<file path="src/core/qss_pkg.sv">
// Constants of the queued serial sequencer: register map, field layout, timing.
// Assumes a 250 MHz core clock and a 32-bit AHB-Lite register port.
package qss_pkg;
	// Register byte offsets and queue window codes (address bits 7:6)
	localparam logic [7:0] QSS_OFS_CTRL_ONE   = 8'h00;
	localparam logic [7:0] QSS_OFS_CTRL_TWO   = 8'h04;
	localparam logic [7:0] QSS_OFS_CTRL_THREE = 8'h08;
	localparam logic [7:0] QSS_OFS_STATUS     = 8'h0C;
	localparam logic [7:0] QSS_OFS_PORT       = 8'h10;
	localparam logic [7:0] QSS_OFS_DIR        = 8'h14;
	localparam logic [1:0] QSS_WIN_CMD        = 2'h1;
	localparam logic [1:0] QSS_WIN_TX         = 2'h2;
	localparam logic [1:0] QSS_WIN_RX         = 2'h3;
	// Control one fields
	localparam int QSS_C1_ENABLE = 0;
	localparam int QSS_C1_MASTER = 1;
	// Control two fields
	localparam int QSS_C2_START_LSB = 0;
	localparam int QSS_C2_END_LSB   = 8;
	localparam int QSS_C2_WRAP_TO   = 13;
	localparam int QSS_C2_WRAP_EN   = 14;
	localparam int QSS_C2_DONE_IE   = 15;
	// Control three fields
	localparam int QSS_C3_HALT = 0;
	localparam int QSS_C3_HFIE = 1;
	localparam int QSS_C3_LOOP = 2;
	// Status fields
	localparam int QSS_ST_CPT_LSB = 0;
	localparam int QSS_ST_HALT_ACK_FLAG   = 5;
	localparam int QSS_ST_FAULT   = 6;
	localparam int QSS_ST_DONE    = 7;
	// Flag vector positions
	localparam int QSS_F_HALT_ACK_FLAG = 0;
	localparam int QSS_F_FAULT = 1;
	localparam int QSS_F_DONE  = 2;
	// Command byte fields
	localparam int QSS_CMD_HOLD = 7;
	// Reset values
	localparam logic [3:0]  QSS_RST_PTR  = 4'h0;
	localparam logic [3:0]  QSS_RST_PORT = 4'h0;
	localparam logic [3:0]  QSS_RST_DIR  = 4'h0;
	// Geometry
	localparam int QSS_ENTRIES = 16;
	localparam int QSS_BITS    = 16;
	// Serial clock timing
	localparam int QSS_CLK_PERIOD_NS = 4;
	localparam int QSS_SCK_PERIOD_NS = 80;
	localparam int QSS_SCK_HALF_CYCLES = QSS_SCK_PERIOD_NS / (2 * QSS_CLK_PERIOD_NS);
	typedef enum logic [2:0] {
		QSS_IDLE   = 3'h0,
		QSS_LOAD   = 3'h1,
		QSS_SHIFT  = 3'h3,
		QSS_FINISH = 3'h2,
		QSS_HALTED = 3'h6
	} qss_state_type;
endpackage : qss_pkg

</file>
<file path="src/core/qss_sequencer.sv">
// Queue sequencer, halt, loopback and status logic of a queued SPI master.
// Assumes one AHB-Lite master on core_clk; pins are asynchronous to core_clk.
// Summary of operation
// - End-pointer match after command sets done flag
// - Queue has sixteen entries, any pointer value
// - Queue wraps past fifteen to zero
// - At most sixteen commands without wrap
// - Start pointer rewrite takes effect after current
// - End pointer writable anytime, changes termination
// - Wrap with target select jumps to start
// - Loopback feeds serial output back to input
// - Halt/fault enable gates their interrupt
// - Halt completes current transfer, then stops
// - Halted chip-selects: hold pattern or port data
// - Halt in last command: both flags, disable
// - Only hardware sets flags; pointer read-only
// - Done flag per pass; interrupt if enabled
// - Flag cleared by read-set then write-zero
// - Mode fault on low slave-select input
// - Mode fault disables, returns pins to port
// - No fault check when slave-select is output
// - Halt acknowledge flag at orderly stop
// - Completed pointer updates after command completes
// - Three sources share one interrupt output
`timescale 1ns/1ps
`default_nettype none
module qss_sequencer import qss_pkg::*; #(
	parameter int BITS = QSS_BITS,
	parameter int HALF = QSS_SCK_HALF_CYCLES
) (
	input  wire logic        core_clk,
	input  wire logic        rstn,
	input  wire logic        hsel,
	input  wire logic [31:0] haddr,
	input  wire logic [1:0]  htrans,
	input  wire logic        hwrite,
	input  wire logic [2:0]  hsize,
	input  wire logic [31:0] hwdata,
	input  wire logic        hready,
	output logic      [31:0] hrdata,
	output logic             hreadyout,
	output logic             hresp,
	output logic      [3:0]  pcsOut,
	output logic      [3:0]  pcsOe,
	input  wire logic        slaveSelectIn,
	input  wire logic        misoIn,
	output logic             mosiOut,
	output logic             sckOut,
	output logic             irq
);
	qss_state_type   state;
	logic [3:0]      curIdx;
	logic [3:0]      startPtr;
	logic [3:0]      endPtr;
	logic [3:0]      cptPtr;
	logic [3:0]      portData;
	logic [3:0]      pinDir;
	logic [3:0]      lastPcs;
	logic            lastHold;
	logic            serialEnable;
	logic            masterSelect;
	logic            wrapEnable;
	logic            wrapTarget;
	logic            doneIrqEnable;
	logic            haltFaultIrqEnable;
	logic            halt;
	logic            loopbackEnable;
	logic            startPending;
	logic [2:0]      flags;
	logic [2:0]      seen;
	logic [7:0]      cmdRam [QSS_ENTRIES];
	logic [BITS-1:0] txRam [QSS_ENTRIES];
	logic [BITS-1:0] rxRam [QSS_ENTRIES];
	logic            ssMeta;
	logic            ssSync;
	logic            misoMeta;
	logic            misoSync;
	logic            wrPend;
	logic [7:0]      wrAddr;
	logic            addrPhase;
	logic            wrStart;
	logic            stsWrite;
	logic            stsRead;
	logic            faultEvent;
	logic            isLast;
	logic            stopping;
	logic            hwDisable;
	logic [3:0]      nextIdx;
	logic            shStart;
	logic            shDone;
	logic            shBusy;
	logic            shSck;
	logic            shMosi;
	logic [BITS-1:0] shRx;
	logic [7:0]      curCmd;

	// Pin synchronisers
	always_ff @(posedge core_clk or negedge rstn) begin
		if (!rstn) begin
			ssMeta   <= 1'b1;
			ssSync   <= 1'b1;
			misoMeta <= 1'b0;
			misoSync <= 1'b0;
		end else begin
			ssMeta   <= slaveSelectIn;
			ssSync   <= ssMeta;
			misoMeta <= misoIn;
			misoSync <= misoMeta;
		end
	end

	// Bus decode
	assign addrPhase = hsel && htrans[1] && hready;
	assign wrStart   = wrPend && (wrAddr == QSS_OFS_CTRL_TWO);
	assign stsWrite  = wrPend && (wrAddr == QSS_OFS_STATUS);
	assign stsRead   = addrPhase && !hwrite && (haddr[7:0] == QSS_OFS_STATUS);
	assign curCmd    = cmdRam[curIdx];

	assign faultEvent = serialEnable && masterSelect && !pinDir[0] && !ssSync;
	assign isLast     = (curIdx == endPtr);
	assign stopping   = isLast && (!wrapEnable || halt);
	assign hwDisable  = faultEvent || (state == QSS_FINISH && stopping);

	// Next entry: rewrite, wrap target, circular increment
	always_comb begin
		if (startPending) begin
			nextIdx = startPtr;
		end else if (isLast) begin
			nextIdx = wrapTarget ? startPtr : 4'h0;
		end else begin
			nextIdx = curIdx + 4'h1;
		end
	end

	always_ff @(posedge core_clk or negedge rstn) begin
		if (!rstn) begin
			wrPend    <= 1'b0;
			wrAddr    <= 8'h00;
			hrdata    <= 32'h0000_0000;
			hreadyout <= 1'b0;
			hresp     <= 1'b0;
		end else begin
			hreadyout <= 1'b1;
			hresp     <= 1'b0;
			wrPend    <= addrPhase && hwrite;
			wrAddr    <= haddr[7:0];
			if (addrPhase && !hwrite) begin
				hrdata <= 32'h0000_0000;
				unique case (haddr[7:6])
					QSS_WIN_CMD: hrdata <= {24'h00_0000, cmdRam[haddr[5:2]]};
					QSS_WIN_TX: hrdata <= 32'(txRam[haddr[5:2]]);
					QSS_WIN_RX: hrdata <= 32'(rxRam[haddr[5:2]]);
					default: begin
						unique case (haddr[7:0])
							QSS_OFS_CTRL_ONE: hrdata <= {30'h0, masterSelect, serialEnable};
							QSS_OFS_CTRL_TWO: hrdata <= {16'h0000, doneIrqEnable, wrapEnable,
								wrapTarget, 1'b0, endPtr, 4'h0, startPtr};
							QSS_OFS_CTRL_THREE: hrdata <= {29'h0, loopbackEnable,
								haltFaultIrqEnable, halt};
							QSS_OFS_STATUS: hrdata <= {24'h00_0000, flags[QSS_F_DONE],
								flags[QSS_F_FAULT], flags[QSS_F_HALT_ACK_FLAG], 1'b0, cptPtr};
							QSS_OFS_PORT: hrdata <= {28'h000_0000, portData};
							QSS_OFS_DIR: hrdata <= {28'h000_0000, pinDir};
							default: hrdata <= 32'h0000_0000;
						endcase
					end
				endcase
			end
		end
	end

	// Software-written control
	always_ff @(posedge core_clk or negedge rstn) begin
		if (!rstn) begin
			masterSelect       <= 1'b0;
			startPtr           <= QSS_RST_PTR;
			endPtr             <= QSS_RST_PTR;
			wrapTarget         <= 1'b0;
			wrapEnable         <= 1'b0;
			doneIrqEnable      <= 1'b0;
			halt               <= 1'b0;
			haltFaultIrqEnable <= 1'b0;
			loopbackEnable     <= 1'b0;
			portData           <= QSS_RST_PORT;
			pinDir             <= QSS_RST_DIR;
		end else if (wrPend) begin
			unique case (wrAddr)
				QSS_OFS_CTRL_ONE: masterSelect <= hwdata[QSS_C1_MASTER];
				QSS_OFS_CTRL_TWO: begin
					startPtr      <= hwdata[QSS_C2_START_LSB +: 4];
					endPtr        <= hwdata[QSS_C2_END_LSB +: 4];
					wrapTarget    <= hwdata[QSS_C2_WRAP_TO];
					wrapEnable    <= hwdata[QSS_C2_WRAP_EN];
					doneIrqEnable <= hwdata[QSS_C2_DONE_IE];
				end
				QSS_OFS_CTRL_THREE: begin
					halt               <= hwdata[QSS_C3_HALT];
					haltFaultIrqEnable <= hwdata[QSS_C3_HFIE];
					loopbackEnable     <= hwdata[QSS_C3_LOOP];
				end
				QSS_OFS_PORT: portData <= hwdata[3:0];
				QSS_OFS_DIR: pinDir <= hwdata[3:0];
				default: ;
			endcase
		end
	end

	// Queue memories; receive words written by the sequencer only
	always_ff @(posedge core_clk) begin
		if (wrPend && wrAddr[7:6] == QSS_WIN_CMD) begin
			cmdRam[wrAddr[5:2]] <= hwdata[7:0];
		end
		if (wrPend && wrAddr[7:6] == QSS_WIN_TX) begin
			txRam[wrAddr[5:2]] <= hwdata[BITS-1:0];
		end
		if (shDone) begin
			rxRam[curIdx] <= shRx;
		end
	end

	// Hardware clear wins over a software set
	always_ff @(posedge core_clk or negedge rstn) begin
		if (!rstn) begin
			serialEnable <= 1'b0;
		end else if (hwDisable) begin
			serialEnable <= 1'b0;
		end else if (wrPend && wrAddr == QSS_OFS_CTRL_ONE) begin
			serialEnable <= hwdata[QSS_C1_ENABLE];
		end
	end

	always_ff @(posedge core_clk or negedge rstn) begin
		if (!rstn) begin
			startPending <= 1'b0;
		end else if (wrStart && state != QSS_IDLE) begin
			startPending <= 1'b1;
		end else if (state == QSS_FINISH || state == QSS_IDLE) begin
			startPending <= 1'b0;
		end
	end

	// Sequencer
	always_ff @(posedge core_clk or negedge rstn) begin
		if (!rstn) begin
			state    <= QSS_IDLE;
			curIdx   <= QSS_RST_PTR;
			lastPcs  <= 4'h0;
			lastHold <= 1'b0;
		end else if (!serialEnable || faultEvent) begin
			state <= QSS_IDLE;
		end else begin
			unique case (state)
				QSS_IDLE: begin
					if (masterSelect) begin
						curIdx <= startPtr;
						state  <= QSS_LOAD;
					end
				end
				QSS_LOAD: state <= QSS_SHIFT;
				QSS_SHIFT: begin
					if (shDone) begin
						lastPcs  <= curCmd[3:0];
						lastHold <= curCmd[QSS_CMD_HOLD];
						state    <= QSS_FINISH;
					end
				end
				QSS_FINISH: begin
					if (stopping) begin
						state <= QSS_IDLE;
					end else begin
						curIdx <= nextIdx;
						state  <= halt ? QSS_HALTED : QSS_LOAD;
					end
				end
				QSS_HALTED: begin
					if (!halt) begin
						state <= QSS_LOAD;
					end
				end
				default: state <= QSS_IDLE;
			endcase
		end
	end

	always_ff @(posedge core_clk or negedge rstn) begin
		if (!rstn) begin
			cptPtr <= QSS_RST_PTR;
		end else if (state == QSS_FINISH) begin
			cptPtr <= curIdx;
		end
	end

	// Status flags: set wins over the read-then-write-zero clear
	always_ff @(posedge core_clk or negedge rstn) begin
		if (!rstn) begin
			flags <= 3'h0;
			seen  <= 3'h0;
		end else begin
			for (int i = 0; i < 3; i++) begin
				if (stsWrite && seen[i] && !hwdata[QSS_ST_HALT_ACK_FLAG + i]) begin
					flags[i] <= 1'b0;
				end
			end
			if (stsRead) begin
				seen <= flags;
			end else if (stsWrite) begin
				seen <= 3'h0;
			end
			if (state == QSS_FINISH && isLast && serialEnable && !faultEvent) begin
				flags[QSS_F_DONE] <= 1'b1;
			end
			if (state == QSS_FINISH && halt && serialEnable && !faultEvent) begin
				flags[QSS_F_HALT_ACK_FLAG] <= 1'b1;
			end
			if (faultEvent) begin
				flags[QSS_F_FAULT] <= 1'b1;
			end
		end
	end

	always_ff @(posedge core_clk or negedge rstn) begin
		if (!rstn) begin
			irq <= 1'b0;
		end else begin
			irq <= (flags[QSS_F_DONE] && doneIrqEnable) || (haltFaultIrqEnable &&
				(flags[QSS_F_HALT_ACK_FLAG] || flags[QSS_F_FAULT]));
		end
	end

	// Pins: port data when off, command pattern while shifting
	always_ff @(posedge core_clk or negedge rstn) begin
		if (!rstn) begin
			pcsOut  <= QSS_RST_PORT;
			pcsOe   <= QSS_RST_DIR;
			sckOut  <= 1'b0;
			mosiOut <= 1'b0;
		end else begin
			pcsOe   <= pinDir;
			sckOut  <= shSck;
			mosiOut <= shMosi;
			if (!serialEnable || state == QSS_IDLE) begin
				pcsOut <= portData;
			end else if (state == QSS_LOAD || state == QSS_SHIFT) begin
				pcsOut <= curCmd[3:0];
			end else begin
				pcsOut <= lastHold ? lastPcs : portData;
			end
		end
	end

	assign shStart = (state == QSS_LOAD);

	qss_shifter #(.BITS(BITS), .HALF(HALF)) u_qss_shifter (
		.core_clk (core_clk),
		.rstn     (rstn),
		.start    (shStart),
		.abort    (!serialEnable),
		.loopback (loopbackEnable),
		.txWord   (txRam[curIdx]),
		.rxPin    (misoSync),
		.sck      (shSck),
		.mosi     (shMosi),
		.busy     (shBusy),
		.done     (shDone),
		.rxWord   (shRx)
	);

	chk_done_on_end: assert property (@(posedge core_clk) disable iff (!rstn)
		state == QSS_FINISH && isLast && serialEnable && !faultEvent |=> flags[QSS_F_DONE])
		else $error("Done flag missing at end entry");
	chk_fault_disables: assert property (@(posedge core_clk) disable iff (!rstn)
		faultEvent |=> !serialEnable && state == QSS_IDLE && flags[QSS_F_FAULT])
		else $error("Mode fault did not disable");
	chk_fault_output_pin: assert property (@(posedge core_clk) disable iff (!rstn)
		$rose(flags[QSS_F_FAULT]) |-> !$past(pinDir[0]))
		else $error("Fault raised with select as output");
	chk_cpt_after_finish: assert property (@(posedge core_clk) disable iff (!rstn)
		cptPtr != $past(cptPtr) |-> $past(state) == QSS_FINISH)
		else $error("Completed pointer moved early");
	chk_irq_gated: assert property (@(posedge core_clk) disable iff (!rstn)
		!haltFaultIrqEnable && !doneIrqEnable |=> !irq)
		else $error("Interrupt without enable");
	chk_halt_stop: assert property (@(posedge core_clk) disable iff (!rstn)
		state == QSS_FINISH && halt && !isLast && serialEnable && !faultEvent
		|=> state == QSS_HALTED && flags[QSS_F_HALT_ACK_FLAG] && serialEnable)
		else $error("Halt did not reach halted state");
	chk_halt_last: assert property (@(posedge core_clk) disable iff (!rstn)
		state == QSS_FINISH && halt && isLast && serialEnable
		|=> !serialEnable && flags[QSS_F_DONE] && flags[QSS_F_HALT_ACK_FLAG])
		else $error("Halt at last entry not handled");
	chk_wrap_target: assert property (@(posedge core_clk) disable iff (!rstn)
		state == QSS_FINISH && isLast && wrapEnable && wrapTarget && !halt && !startPending
		&& serialEnable && !faultEvent |=> curIdx == $past(startPtr) && state == QSS_LOAD)
		else $error("Wrap did not jump to start");
	chk_flag_holds: assert property (@(posedge core_clk) disable iff (!rstn)
		flags[QSS_F_DONE] && !stsWrite |=> flags[QSS_F_DONE])
		else $error("Done flag lost without clear");
	chk_halted_link_idle: assert property (@(posedge core_clk) disable iff (!rstn)
		state == QSS_HALTED |-> !shBusy)
		else $error("Serializer busy while halted");
endmodule : qss_sequencer
`default_nettype wire

</file>
<file path="src/core/qss_shifter.sv">
// Serializer of one transfer: SCK divider, MSB first, sample on the rising edge.
// Assumes the receive pin is already synchronised to core_clk.
`timescale 1ns/1ps
`default_nettype none
module qss_shifter import qss_pkg::*; #(
	parameter int BITS = QSS_BITS,
	parameter int HALF = QSS_SCK_HALF_CYCLES
) (
	input  wire logic            core_clk,
	input  wire logic            rstn,
	input  wire logic            start,
	input  wire logic            abort,
	input  wire logic            loopback,
	input  wire logic [BITS-1:0] txWord,
	input  wire logic            rxPin,
	output logic                 sck,
	output logic                 mosi,
	output logic                 busy,
	output logic                 done,
	output logic [BITS-1:0]      rxWord
);
	logic [15:0]     divCnt;
	logic [4:0]      bitCnt;
	logic [BITS-1:0] shiftTx;
	logic [BITS-1:0] shiftRx;
	logic            rxBit;

	assign rxBit = loopback ? mosi : rxPin;

	always_ff @(posedge core_clk or negedge rstn) begin
		if (!rstn) begin
			busy    <= 1'b0;
			done    <= 1'b0;
			sck     <= 1'b0;
			mosi    <= 1'b0;
			divCnt  <= 16'h0000;
			bitCnt  <= 5'h00;
			shiftTx <= '0;
			shiftRx <= '0;
			rxWord  <= '0;
		end else begin
			done <= 1'b0;
			if (abort) begin
				busy <= 1'b0;
				sck  <= 1'b0;
			end else if (start && !busy) begin
				busy    <= 1'b1;
				sck     <= 1'b0;
				shiftTx <= txWord;
				mosi    <= txWord[BITS-1];
				divCnt  <= 16'h0000;
				bitCnt  <= 5'h00;
			end else if (busy) begin
				if (divCnt == 16'(HALF - 1)) begin
					divCnt <= 16'h0000;
					sck    <= ~sck;
					if (!sck) begin
						shiftRx <= {shiftRx[BITS-2:0], rxBit};
					end else if (bitCnt == 5'(BITS - 1)) begin
						busy   <= 1'b0;
						done   <= 1'b1;
						rxWord <= shiftRx;
					end else begin
						bitCnt  <= bitCnt + 5'h01;
						shiftTx <= {shiftTx[BITS-2:0], 1'b0};
						mosi    <= shiftTx[BITS-2];
					end
				end else begin
					divCnt <= divCnt + 16'h0001;
				end
			end
		end
	end

	chk_idle_sck_low: assert property (@(posedge core_clk) disable iff (!rstn)
		!busy |-> !sck) else $error("SCK high while serializer idle");
	chk_done_after_busy: assert property (@(posedge core_clk) disable iff (!rstn)
		done |-> $past(busy) && !busy) else $error("Done without transfer");
endmodule : qss_shifter
`default_nettype wire

</file>
<file path="config.mk">
export PLATFORM = sky130hd
export DESIGN_NAME = qss_sequencer
export DESIGN_NICKNAME = d
export VERILOG_FILES = /design/src/core/qss_pkg.sv /design/src/core/qss_sequencer.sv /design/src/core/qss_shifter.sv
export SDC_FILE = /design/constraint.sdc
export NUM_CORES = 1
export LEC_CHECK = 0
export BUFFER_PORTS_ARGS = -buffer_cell sky130_fd_sc_hd__buf_2
export CORE_MARGIN = 5
export CORE_UTILIZATION = 60
export DETAILED_ROUTE_END_ITERATION = 7
export PLACE_DENSITY = 0.78
export SYNTH_ARGS = -nofsm -noshare
export SYNTH_HDL_FRONTEND = slang
export SYNTH_SLANG_ARGS = --single-unit
</file>
<file path="constraint.sdc">
create_clock -name core_clk -period 4.05 [get_ports core_clk]
set_clock_uncertainty 0.2 [all_clocks]
set_input_delay 0.405 -clock core_clk [delete_from_list [all_inputs] [get_ports core_clk]]
set_output_delay 0.405 -clock core_clk [all_outputs]
set_load 0.005 [all_outputs]
</file>
==> run metrics <==
Routed Wire Length=82490 um; largest area contributor in the netlist=edfxtp_1; # resized after CTS=0; register area share after synthesis=0.6770; crit path launch type=flop; Worst setup EP type=flop; Avg WL per Cell=29.46 um; WP data arrival=3.44 ns; Crit path required time=4.34 ns; vias in the first global route=19600; vias=18900; Most Crowded Layer GR=met2; fin. max-slew vios=0; #FFs+latches synth=800; Residual DRC=0; die area=62060 um2; grt met1 use=0.3787; met2 Track Usage GR=0.4113; clk root buf=clkbuf_16; area grow syn2layout=11.97%; layout cells sized above 1=0.3162; Synth cell types=66; GR Overflow Total=0; crit path kind=reg -> reg; Post-Syn Area=34310 um2; number of flops mapped to enable cells by yosys=640; fin crit share=0.7792; Max-Cap Viols=0; actual slew at the worst max-slew pin=1.065 ns; Hold Path Depth=2; Hold Path Class=in -> reg; DR vias/cell=6.749; first-pass GRT wire length=124300 um; CTS H-tree lvls=3; Initial Util=0.6072; status=finished, final reports clean; Tmin final=3.156 ns; # port buffers=59; initial DRC count=2385; Peak VDD IR=0.0004131 V; initial antenna violation count=0; later-pin clock latency in the skew report=0.64 ns; maximum clock path buffer count=3; FP Rows=87; unrepaired setup endpoints after global routing=no; clk sink count=800; Synth async-reset ratio=0.2000; crit-path max FO=43; Final nets=2063; synth cell count leaders=edfxtp_1, mux4_2, dfrtp_1; setup TNS=0 ns; Ports=121; gpl congestion=0.8780; Final HPWL DP=50560 um; yosys warns=0; Mapped Avg Cell Area=18.52 um2; Detail Route Antenna Nets=0; Total GRT Usage=0.2682; drt pass-1 iters=5; relative slew slack=0.2718; Cell Pwr Density=516.6 nW/um2; final setup vio count=0; Peak Freq=316.9 MHz; Synth top area share=0.5602; CTS clk-pin slew, worst paths=0.06 ns; placed cells=2637; Filler cells=3517; core box area=56500 um2; Die H=249.1 um; main area contributors after synthesis=edfxtp_1, mux4_2, dfrtp_1; reg2reg path depth=5; post-route insts no fill=2800; final number of hold-violating endpoints=0; grt met3 use=0.07569; top_reg_cell synth=edfxtp_1; die width=249.1 um; largest net degree at the start of global routing=68; worst reg-to-reg setup slack=0.89 ns; CTS Buf Count=79; top-count cell post-synth=edfxtp_1; CTS tree=built; leak pwr=0.01257 uW; Post-Syn Instances=1852
==> registers in the layout (all words and copies together), names as in the netlist, 3 cells and up <==
register,count
cmdRam,128
cptPtr,4
curIdx,4
endPtr,4
flags,3
hrdata,16
lastPcs,4
pcsOe,4
pcsOut,4
pinDir,4
portData,4
rxRam,256
seen,3
startPtr,4
state,3
txRam,256
u_qss_shifter.bitCnt,5
u_qss_shifter.divCnt,16
u_qss_shifter.rxWord,16
u_qss_shifter.shiftRx,16
u_qss_shifter.shiftTx,15
wrAddr,8
==> critical path: stages, from the launching register on <==
cell	delay, ns
dfrtp_4	1.05
buf_4	0.36
mux4_2	0.56
mux4_2	0.55
o22ai_1	0.15
a21oi_1	0.11
==> cell families after synthesis <==
group                    Yosys count  synth area share
flip-flops                       800            0.6770
multiplexers                     388            0.2186
AND/OR/NAND/NOR                  331           0.04544
AO/OA/AOI/OAI                    166           0.02976
buffers and inverters            145           0.02298
XOR/XNOR                          12          0.003064
adder cells (fa/ha/maj)            8          0.002918
other                              2         0.0002189
==> area by class of cell <==
| class | count | area [um2] | share of cell area |
|---|---|---|---|
| diodes | 1 | 2.502 | 0.00006515 |
| clock buffers | 113 | 2226 | 0.05795 |
| clock inverters | 32 | 330.3 | 0.008600 |
| inverters | 20 | 75.07 | 0.001954 |
| multi-input cells | 923 | 10490 | 0.2730 |
| flip-flops and latches | 800 | 23230 | 0.6049 |
| well taps | 756 | 945.9 | 0.02463 |
| repair buffers | 155 | 1111 | 0.02893 |
==> power breakdown <==
part	total, uW	switching, uW	internal [uW]
sequential	9590	518	9070
combinational	3080	1510	1570
clock	7170	3050	4120
==> stage by stage <==
step | setup WS (ns) | total power (uW) | hold WS [ns] | util | instance area, um2
2_1_floorplan | 0.9456 | 11800 | -0.09059 | - | 34370
6_report | 0.8944 | 19840 | 0.1063 | 0.6799 | 38410
5_1_grt | 0.7242 | 20570 | 0.07128 | 0.6798 | 38410
3_3_place_gp | 0.6704 | 12730 | 0.1454 | 0.6316 | 35680
4_1_cts | 0.8746 | 19930 | 0.05365 | 0.6798 | 38410
3_5_place_dp | 0.5210 | 12800 | 0.1452 | 0.6316 | 35680
==> cell usage in the layout (no fill, tap or decap), types with 18 or more instances in the layout <==
cell type / netlist / final
a21oi_1: 39 / 39
buf_2: 36 / 55
buf_4: 28 / 78
clkbuf_1: 43 / 23
clkbuf_16: 0 / 80
conb_1: 2 / 18
dfrtp_1: 158 / 155
edfxtp_1: 640 / 640
inv_1: 19 / 18
mux2_2: 62 / 62
mux2i_1: 39 / 39
mux4_2: 277 / 277
nand2_1: 101 / 101
nand2b_1: 18 / 18
nand3_1: 28 / 28
nor2_1: 89 / 67
nor2_2: 0 / 20
nor3_1: 32 / 22
o21ai_0: 52 / 52
==> worst paths after layout <==
| check | startpoint | to |
|---|---|---|
| worst min-delay path | haddr[5] | wrAddr[5] |
| min in group asynchronous | rstn | u_qss_shifter.divCnt[5] |
| worst min register to register | misoMeta | misoSync |
| worst max-delay path | curIdx[0] | pcsOut[2] |
| max in group asynchronous | rstn | ssSync |
| worst max register to register | curIdx[0] | pcsOut[2] |
==> routing by layer <==
metal  wire [um]  vias to the layer above
met5           0                        -
met4        3235                        0
met3        9308                      176
met2       38980                     1107
met1       30970                     9837
li1            -                     7776
==> what timing repair did <==
action,CTS,global route
buffers inserted,0,0
endpoints found under the hold margin,187,0
hold buffers,17,0
Power figures use the tool's default switching activity.
